[src/tesc_regs.svh]
// named constants of the tooth edge switching core
// assumes inclusion by bare name from the design files
`ifndef TESC_REGS_SVH
`define TESC_REGS_SVH

// clock period and power-on hold time, in ns
`define TESC_CLK_PERIOD_NS  100
`define TESC_POWER_ON_NS    700000
// default converter sample width and minimum signal change
`define TESC_SAMPLE_W       12
`define TESC_MIN_CHANGE     8
// hysteresis is amplitude / 2**shift (12.5 %)
`define TESC_HYST_SHIFT     3
// threshold follows new targets by 1 / 2**shift per extremum
`define TESC_AVG_SHIFT      1
// number of supply spin directions and its log2
`define TESC_SPIN_DIRS      4
`define TESC_SPIN_LOG2      2
// most magnetic edges allowed before the running phase
`define TESC_START_EDGES_MAX 3
// output reset value and last spin direction
`define TESC_Q_RESET        1'b1
`define TESC_SPIN_LAST      2'h3

`endif

[src/tesc_pkg.sv]
// types shared by the tooth edge switching core
// assumes nothing of its surroundings
`default_nettype none

package tesc_pkg;

  // operating phase of the core
  typedef enum logic [1:0] {
    TESC_PH_POWER_ON = 2'b00,
    TESC_PH_STARTUP  = 2'b01,
    TESC_PH_RUNNING  = 2'b10
  } tesc_phase_t;

  // open-drain switching pin as seen from the core
  typedef struct packed {
    logic out;
    logic oe;
  } tesc_od_pin_t;

endpackage

`default_nettype wire

[src/tesc_core.sv]
// tooth edge switching core: tracking, threshold, hysteresis, output phases
// assumes converter readings synchronous to core_clk; pin pulled up outside
//
// What this block does
// - continuously track converter samples and detect each local minimum and maximum
// - in power-on, track but ignore field; hold output high about 700 us
// - in start-up, field rising past minimum by change constant drives output low
// - in start-up, field falling past maximum by change constant validates maximum
// - with valid minimum and maximum, compute threshold and enter running phase
// - switching threshold is roughly the mean of minimum and maximum
// - threshold updates are averaged to ride out distortion yet follow run-out
// - in running, output edges follow field direction on threshold crossings
// - further switching needs an extra hysteresis crossing, fraction of amplitude
// - hysteresis stays internal, only suppressing extra switching events
// - a start-up request for high while already high changes nothing
// - running phase reached within at most three magnetic edges after start-up
// - cancel probe offset by spinning supply through four directions and averaging
// - hysteresis levels are threshold plus and minus 12.5 % of amplitude
// - positive and negative hysteresis levels must be crossed in alternation
`timescale 1ns/1ps
`include "tesc_regs.svh"
`default_nettype none

module tesc_core #(
  parameter int W               = `TESC_SAMPLE_W,
  parameter int MIN_CHANGE      = `TESC_MIN_CHANGE,
  parameter int POWER_ON_CYCLES = `TESC_POWER_ON_NS / `TESC_CLK_PERIOD_NS
) (
  input  wire logic                core_clk,
  input  wire logic                reset,
  input  wire logic signed [W-1:0] conv_sample,
  input  wire logic                conv_valid,
  input  wire logic                q_in,
  output var  logic [1:0]          spin_dir,
  output var  tesc_pkg::tesc_od_pin_t q_pin,
  output var  logic                q_level,
  output var  tesc_pkg::tesc_phase_t  phase
);

  localparam int PW = $clog2(POWER_ON_CYCLES + 1);
  localparam logic signed [W:0] MIN_DELTA = (W+1)'(MIN_CHANGE);

  // elaboration check of parameters
  if (W < 4 || MIN_CHANGE < 1 || MIN_CHANGE >= (1 << (W - 1)) || POWER_ON_CYCLES < 1) begin : g_bad
    $error("tesc_core: unsupported parameter values");
  end

  typedef struct packed {
    tesc_pkg::tesc_phase_t phase;
    logic [PW-1:0]         pon_cnt;
    logic                  q;
    logic                  q_oe;
    logic                  q_seen;
    logic                  dir_known;
    logic                  dir_up;
    logic signed [W-1:0]   ext_lo;
    logic signed [W-1:0]   ext_hi;
    logic signed [W-1:0]   min_v;
    logic signed [W-1:0]   max_v;
    logic                  min_ok;
    logic                  max_ok;
    logic signed [W-1:0]   thr;
    logic signed [W:0]     hyst;
    logic                  last_pos;
    logic [1:0]            mag_edges;
  } tesc_state_t;

  tesc_state_t st;
  tesc_state_t next_st;

  logic signed [W-1:0] s_avg;
  logic                s_valid;
  logic                ev_min;
  logic                ev_max;

  ////////////////////////////////////////////////////////////////////////////
  // helpers

  // signed difference a - b one bit wider
  function automatic logic signed [W:0] tesc_diff(input logic signed [W-1:0] a,
                                                  input logic signed [W-1:0] b);
    tesc_diff = {a[W-1], a} - {b[W-1], b};
  endfunction

  // midpoint of two samples
  function automatic logic signed [W-1:0] tesc_mid(input logic signed [W-1:0] a,
                                                   input logic signed [W-1:0] b);
    logic signed [W:0] sum;
    sum = {a[W-1], a} + {b[W-1], b};
    tesc_mid = W'(sum >>> 1);
  endfunction

  ////////////////////////////////////////////////////////////////////////////
  // offset cancellation front end
  tesc_spin_avg #(
    .W (W)
  ) u_spin (
    .core_clk  (core_clk),
    .reset     (reset),
    .raw       (conv_sample),
    .raw_valid (conv_valid),
    .spin_dir  (spin_dir),
    .avg       (s_avg),
    .avg_valid (s_valid)
  );

  ////////////////////////////////////////////////////////////////////////////
  // next-state logic
  always_comb begin
    logic signed [W-1:0] lo;
    logic signed [W-1:0] hi;
    logic signed [W:0]   amp;
    logic signed [W:0]   step;
    logic signed [W-1:0] tgt;
    lo   = (s_avg < st.ext_lo) ? s_avg : st.ext_lo;
    hi   = (s_avg > st.ext_hi) ? s_avg : st.ext_hi;
    amp  = '0;
    step = '0;
    tgt  = '0;
    ev_min  = 1'b0;
    ev_max  = 1'b0;
    next_st = st;
    next_st.q_seen = q_in;

    // power-on hold timer
    if (st.phase == tesc_pkg::TESC_PH_POWER_ON) begin
      next_st.q = 1'b1;
      if (st.pon_cnt == PW'(POWER_ON_CYCLES - 1)) begin
        next_st.phase = tesc_pkg::TESC_PH_STARTUP;
      end else begin
        next_st.pon_cnt = st.pon_cnt + 1'b1;
      end
    end

    // peak tracker, active in every phase
    if (s_valid) begin
      if (!st.dir_known) begin
        next_st.ext_lo = lo;
        next_st.ext_hi = hi;
        if (tesc_diff(s_avg, lo) > MIN_DELTA) begin
          ev_min = 1'b1;
        end else if (tesc_diff(hi, s_avg) > MIN_DELTA) begin
          ev_max = 1'b1;
        end
      end else if (st.dir_up) begin
        next_st.ext_hi = hi;
        ev_max = tesc_diff(hi, s_avg) > MIN_DELTA;
      end else begin
        next_st.ext_lo = lo;
        ev_min = tesc_diff(s_avg, lo) > MIN_DELTA;
      end
      if (ev_min) begin
        next_st.dir_known = 1'b1;
        next_st.dir_up    = 1'b1;
        next_st.ext_hi    = s_avg;
      end
      if (ev_max) begin
        next_st.dir_known = 1'b1;
        next_st.dir_up    = 1'b0;
        next_st.ext_lo    = s_avg;
      end
    end

    // extrema become valid once the field is trusted
    if (st.phase != tesc_pkg::TESC_PH_POWER_ON) begin
      if (ev_min) begin
        next_st.min_v  = lo;
        next_st.min_ok = 1'b1;
      end
      if (ev_max) begin
        next_st.max_v  = hi;
        next_st.max_ok = 1'b1;
      end
    end

    unique case (st.phase)
      tesc_pkg::TESC_PH_POWER_ON: begin
        // field ignored for switching
      end
      tesc_pkg::TESC_PH_STARTUP: begin
        if (ev_min) begin
          next_st.q = 1'b0;
        end
        if (ev_max) begin
          next_st.q = 1'b1;
        end
        if (ev_min || ev_max) begin
          next_st.mag_edges = st.mag_edges + 2'h1;
        end
        if (next_st.min_ok && next_st.max_ok) begin
          amp = tesc_diff(next_st.max_v, next_st.min_v);
          next_st.thr      = tesc_mid(next_st.max_v, next_st.min_v);
          next_st.hyst     = amp >>> `TESC_HYST_SHIFT;
          next_st.last_pos = next_st.q;
          next_st.phase    = tesc_pkg::TESC_PH_RUNNING;
        end
      end
      tesc_pkg::TESC_PH_RUNNING: begin
        // hysteresis arming, alternate crossings only
        if (s_valid) begin
          if (!st.last_pos && tesc_diff(s_avg, st.thr) > st.hyst) begin
            next_st.last_pos = 1'b1;
          end else if (st.last_pos && tesc_diff(st.thr, s_avg) > st.hyst) begin
            next_st.last_pos = 1'b0;
          end
          // threshold crossings, direction sets edge polarity
          if (st.q && !st.last_pos && s_avg > st.thr) begin
            next_st.q = 1'b0;
          end else if (!st.q && st.last_pos && s_avg < st.thr) begin
            next_st.q = 1'b1;
          end
        end
        // averaged threshold and adaptive hysteresis on new extrema
        if (ev_min || ev_max) begin
          amp  = tesc_diff(next_st.max_v, next_st.min_v);
          tgt  = tesc_mid(next_st.max_v, next_st.min_v);
          step = tesc_diff(tgt, st.thr) >>> `TESC_AVG_SHIFT;
          next_st.thr  = W'({st.thr[W-1], st.thr} + step);
          next_st.hyst = amp >>> `TESC_HYST_SHIFT;
        end
      end
      default: begin
        next_st.phase = tesc_pkg::TESC_PH_POWER_ON;
      end
    endcase
    // pin enable registered alongside the output level
    next_st.q_oe = ~next_st.q;
  end

  ////////////////////////////////////////////////////////////////////////////
  // state register
  always_ff @(posedge core_clk) begin
    if (reset) begin
      st       <= '0;
      st.q     <= `TESC_Q_RESET;
      st.phase <= tesc_pkg::TESC_PH_POWER_ON;
      // extremes start at the far ends so the first reading sets both
      st.ext_lo <= {1'b0, {(W-1){1'b1}}};
      st.ext_hi <= {1'b1, {(W-1){1'b0}}};
    end else begin
      st <= next_st;
    end
  end

  // outputs straight from state; q high releases the open-drain pin
  assign q_pin.out = 1'b0;
  assign q_pin.oe  = st.q_oe;
  assign q_level   = st.q_seen;
  assign phase     = st.phase;

  logic [PW:0] cyc;
  always_ff @(posedge core_clk) begin
    if (reset) begin
      cyc <= '0;
    end else if (cyc <= (PW+1)'(POWER_ON_CYCLES)) begin
      cyc <= cyc + 1'b1;
    end
  end
endmodule

`default_nettype wire

[src/tesc_spin_avg.sv]
// four-direction spinning offset cancellation for the hall probe
// assumes one converter reading per raw_valid, taken in the current direction
`timescale 1ns/1ps
`include "tesc_regs.svh"
`default_nettype none

module tesc_spin_avg #(
  parameter int W = `TESC_SAMPLE_W
) (
  input  wire logic                core_clk,
  input  wire logic                reset,
  input  wire logic signed [W-1:0] raw,
  input  wire logic                raw_valid,
  output var  logic [1:0]          spin_dir,
  output var  logic signed [W-1:0] avg,
  output var  logic                avg_valid
);

  typedef struct packed {
    logic [1:0]              dir;
    logic signed [W+1:0]     sum;
    logic signed [W-1:0]     avg;
    logic                    valid;
  } tesc_spin_state_t;

  tesc_spin_state_t st;
  tesc_spin_state_t next_st;

  ////////////////////////////////////////////////////////////////////////////
  // rotate supply and average one reading per direction
  always_comb begin
    logic signed [W+1:0] acc;
    acc = st.sum + {{2{raw[W-1]}}, raw};
    next_st = st;
    next_st.valid = 1'b0;
    if (raw_valid) begin
      next_st.dir = st.dir + 2'h1;
      if (st.dir == `TESC_SPIN_LAST) begin
        next_st.avg   = W'(acc >>> `TESC_SPIN_LOG2);
        next_st.valid = 1'b1;
        next_st.sum   = '0;
      end else begin
        next_st.sum = acc;
      end
    end
  end

  // state register
  always_ff @(posedge core_clk) begin
    if (reset) begin
      st <= '0;
    end else begin
      st <= next_st;
    end
  end

  assign spin_dir  = st.dir;
  assign avg       = st.avg;
  assign avg_valid = st.valid;
endmodule

`default_nettype wire

[config.mk]
export PLATFORM = sky130hd
export DESIGN_NAME = tesc_core
export DESIGN_NICKNAME = d
export VERILOG_FILES = /design/src/tesc_pkg.sv /design/src/tesc_core.sv /design/src/tesc_spin_avg.sv
export VERILOG_INCLUDE_DIRS = /design/src /design/src/src
export SDC_FILE = /design/constraint.sdc
export NUM_CORES = 1
export LEC_CHECK = 0
export ABC_AREA = 1
export BUFFER_PORTS_ARGS = -buffer_cell sky130_fd_sc_hd__buf_2
export CORE_MARGIN = 2
export CORE_UTILIZATION = 60
export DETAILED_ROUTE_END_ITERATION = 7
export PLACE_DENSITY = 0.8
export SLEW_MARGIN = 20
export SYNTH_ARGS = -nofsm -noshare
export SYNTH_HDL_FRONTEND = slang
export SYNTH_SLANG_ARGS = --single-unit
[constraint.sdc]
create_clock -name core_clk -period 8.8 [get_ports core_clk]
set_input_delay 0.88 -clock core_clk [delete_from_list [all_inputs] [get_ports core_clk]]
set_output_delay 0.88 -clock core_clk [all_outputs]
set_load 0.01 [all_outputs]
==> metrics.md <==
| Metric | Value |
|---|---|
| Synth async-reset ratio | `0%` |
| Starting density of the core | `60.9%` |
| GP Congestion | `0.995` |
| Global-route wire length before repair | `53.4 mm` |
| Iteration-0 DRC Markers | `961` |
| Placement Setup Slack | `-0.0499 ns` |
| Hold Path Class | `flop to flop` |
| Fin. max-slew vios | `0` |
| Startpoint Class | `flop` |
| Clk Tree Root Cell | `clkbuf_16` |
| Synth Area in Adders | `18.3%` |
| RSZ-0062 raised after global routing | `yes` |
| DRT Pass-1 Iters | `7` |
| Number of global-route vias before repair | `11000` |
| Clock sink total | `122` |
| Die ar. | `0.0200 mm^2` |
| Ys flop type | `dfxtp_1` |
| Final worst setup slack | `-0.0111 ns` |
| DRC | `0` |
| Worst Path Required | `9.07 ns` |
| Layout cells sized above 1 | `14.1%` |
| Worst path arrival time | `9.08 ns` |
| Area contributors post-synth | `dfxtp_1 22%, ha_1 17%, nand2_1 11%` |
| Clk slew on worst S/H paths | `0.06 ns` |
| Synth Area per Inst | `6.64 um^2` |
| Clk_lat worst skew | `0.44 ns` |
| Post-synthesis xor/xnor area fraction | `4.80%` |
| CTS tree | `built` |
| Mapped Cells | `1704` |
| Routed len/inst | `17.7 um` |
| Register area share after synthesis | `21.6%` |
| Layout area overhead | `15.5%` |
| Register area | `0.00245 mm^2` |
| Initial antenna violation count | `2` |
| Synthesized cell area | `0.0113 mm^2` |
| Worst-margin pin slew | `1.04 ns` |
| CP max stage cell | `fa_1` |
| Post-synthesis compound-gate area fraction | `20.5%` |
| Post-synth EDFFs | `0` |
| Post-layout minimum cycle time | `8.81 ns` |
| Post-Route Utilization | `70.3%` |
| Max clock buf depth | `2` |
| # rows | `50` |
| Synthesis Warnings | `0` |
| Final Total Pwr | `1780 uW` |
| CP peak stage delay | `0.47 ns` |
| Die height | `141 um` |
| Leak Pwr | `0.00680 uW` |
| CORE AREA | `0.0186 mm^2` |
| Setup_tns | `-0.0111 ns` |
| Pin count of the biggest net entering global routing | `79` |
| Vias per cell | `5.95` |
| Chip width | `141 um` |
| Critical Path Most Common Cell | `inv_1` |
| TritonCTS Buffers | `17` |
| Worst Hold Slack | `0.469 ns` |
| Worst slew margin | `30.3%` |
| Failing checks | `negative setup slack` |
| DP Wirelength | `25.0 mm` |
| Nets | `1934` |
| Synth area leader | `dfxtp_1` |
| Synth cell types | `53` |
| Most frequent cells after synthesis | `326 x nand2_1, 262 x inv_1, 177 x a21oi_1` |
| Via count | `11900` |
| Most frequent cell after synthesis | `nand2_1` |
| Final Skew | `0.00953 ns` |
| Filler cell count in the final layout | `1481` |
| Worst Path Max Fanout | `6` |
| Final wirelength | `35.5 mm` |
| Synthesis-stage register bit count | `122` |
| Max IR drop VDD | `135 uV` |
| Routed Antenna Nets | `0` |
| Multi-input logic area | `0.00805 mm^2` |
| Buffers on Ports | `21` |
| # H-tree levels | `4` |
| Pwr dens | `136 mW/mm^2` |
| CP Capture Type | `flop` |
| Synth Area in Simple Gates | `23.5%` |
| Global route overflow | `0` |
| Crit path kind | `flop to flop` |
| Num ports | `23` |
| Largest family of logic cells by synthesized area | `simple AND/OR/NAND/NOR gates` |
| Final setup viols | `1` |
| Outcome | `complete, but fails checks` |
| Total Routing Usage GR | `33.5%` |
| # Max-Cap Violations | `0` |
| Final Hold Vio Count | `0` |
| Fmax | `113 MHz` |
| Post-synthesis mux area share | `0%` |
| Synthesized net count | `1881` |
| Synth top area share | `21.6%` |
| Final Cycle Share | `100%` |
## power breakdown
group	internal, uW	total [uW]	switching (uW)
clock network	382	687	305
registers	567	577	10.1
logic	186	518	332
## registers in the layout, summed over array words and instances, names as in the netlist
name / count
q_pin: 1
u_spin.avg: 12
u_spin.spin_dir: 2
u_spin.avg_valid: 1
st: 89
u_spin.st: 14
q_level: 1
phase: 2
## cells in the final DEF (no fill, tap or decap), drive strengths merged, types with 4 or more instances in the layout
cell type	instances
nor3	23
a21o	5
dfxtp	122
ha	154
nand3	76
inv	272
nor4	6
and2	4
nor2	141
a221oi	4
o211ai	15
nand4	17
o21ai	147
o21bai	12
xnor2	15
a21oi	178
clkbuf	20
clkinv	5
or2	9
o221ai	10
xor2	47
o21a	5
buf	90
a211oi	11
clkinvlp	5
a31oi	7
nand2	338
fa	7
## worst paths after layout
path | startpoint | to | slack [ns] | depth (start not counted)
setup reg to reg | st[55] | st[26] | -0.01 | 61
setup / recovery | st[55] | st[26] | -0.01 | 61
hold / removal | u_spin.st[13] | u_spin.st[13] | 0.47 | 2
hold reg to reg | u_spin.st[13] | u_spin.st[13] | 0.47 | 2
## per-stage QoR
step,area [um^2],std cells
2_1_floorplan,11300,1704
3_3_place_gp,11800,1945
3_5_place_dp,11800,1945
4_1_cts,12400,1977
5_1_grt,13100,2004
6_report,13100,2005
## per-layer routing
metal  part of all wire (%)  global-route usage [%]  up-vias  wire length, um
met5                      0                       0        -                0
met4                    6.1                    16.6        0             2180
met3                    8.9                    6.95      188             3160
met2                     47                    57.9      591            16600
met1                     38                    39.4     5424            13500
li1                       -                       -     5736                -
## kinds of logic after synthesis
logic type               Yosys count
AND/OR/NAND/NOR                  622
AO/OA/AOI/OAI                    410
buffers and inverters            326
adder cells (fa/ha/maj)          161
flip-flops                       122
XOR/XNOR                          62
other                              1
## final cells by class
class,count,area share [%]
repair buffers,91,5.23
repair inverters,1,0.0383
well taps,234,2.24
clock inverters,13,0.862
multi-input cells,1256,61.6
clock buffers,19,3.47
flip-flops and latches,122,18.8
diodes,1,0.0192
inverters,268,7.74
## critical path, delay by kind of cell (launching register included)
kind            cells  cell delay (ns)
simple gates       25             2.78
fa+ha+maj           5             1.63
xor+xnor            2             0.29
flops               1             0.34
compound gates     17             2.50
buf+inv            12             1.11
## repair_timing
item	CTS	global route
setup buffers	0	25
pin swaps	3	59
setup endpoints to repair	3	7
cloned	0	2
gates resized for setup	10	108
hold buffers	0	0
No activity file was read; power rests on OpenSTA's default activity.
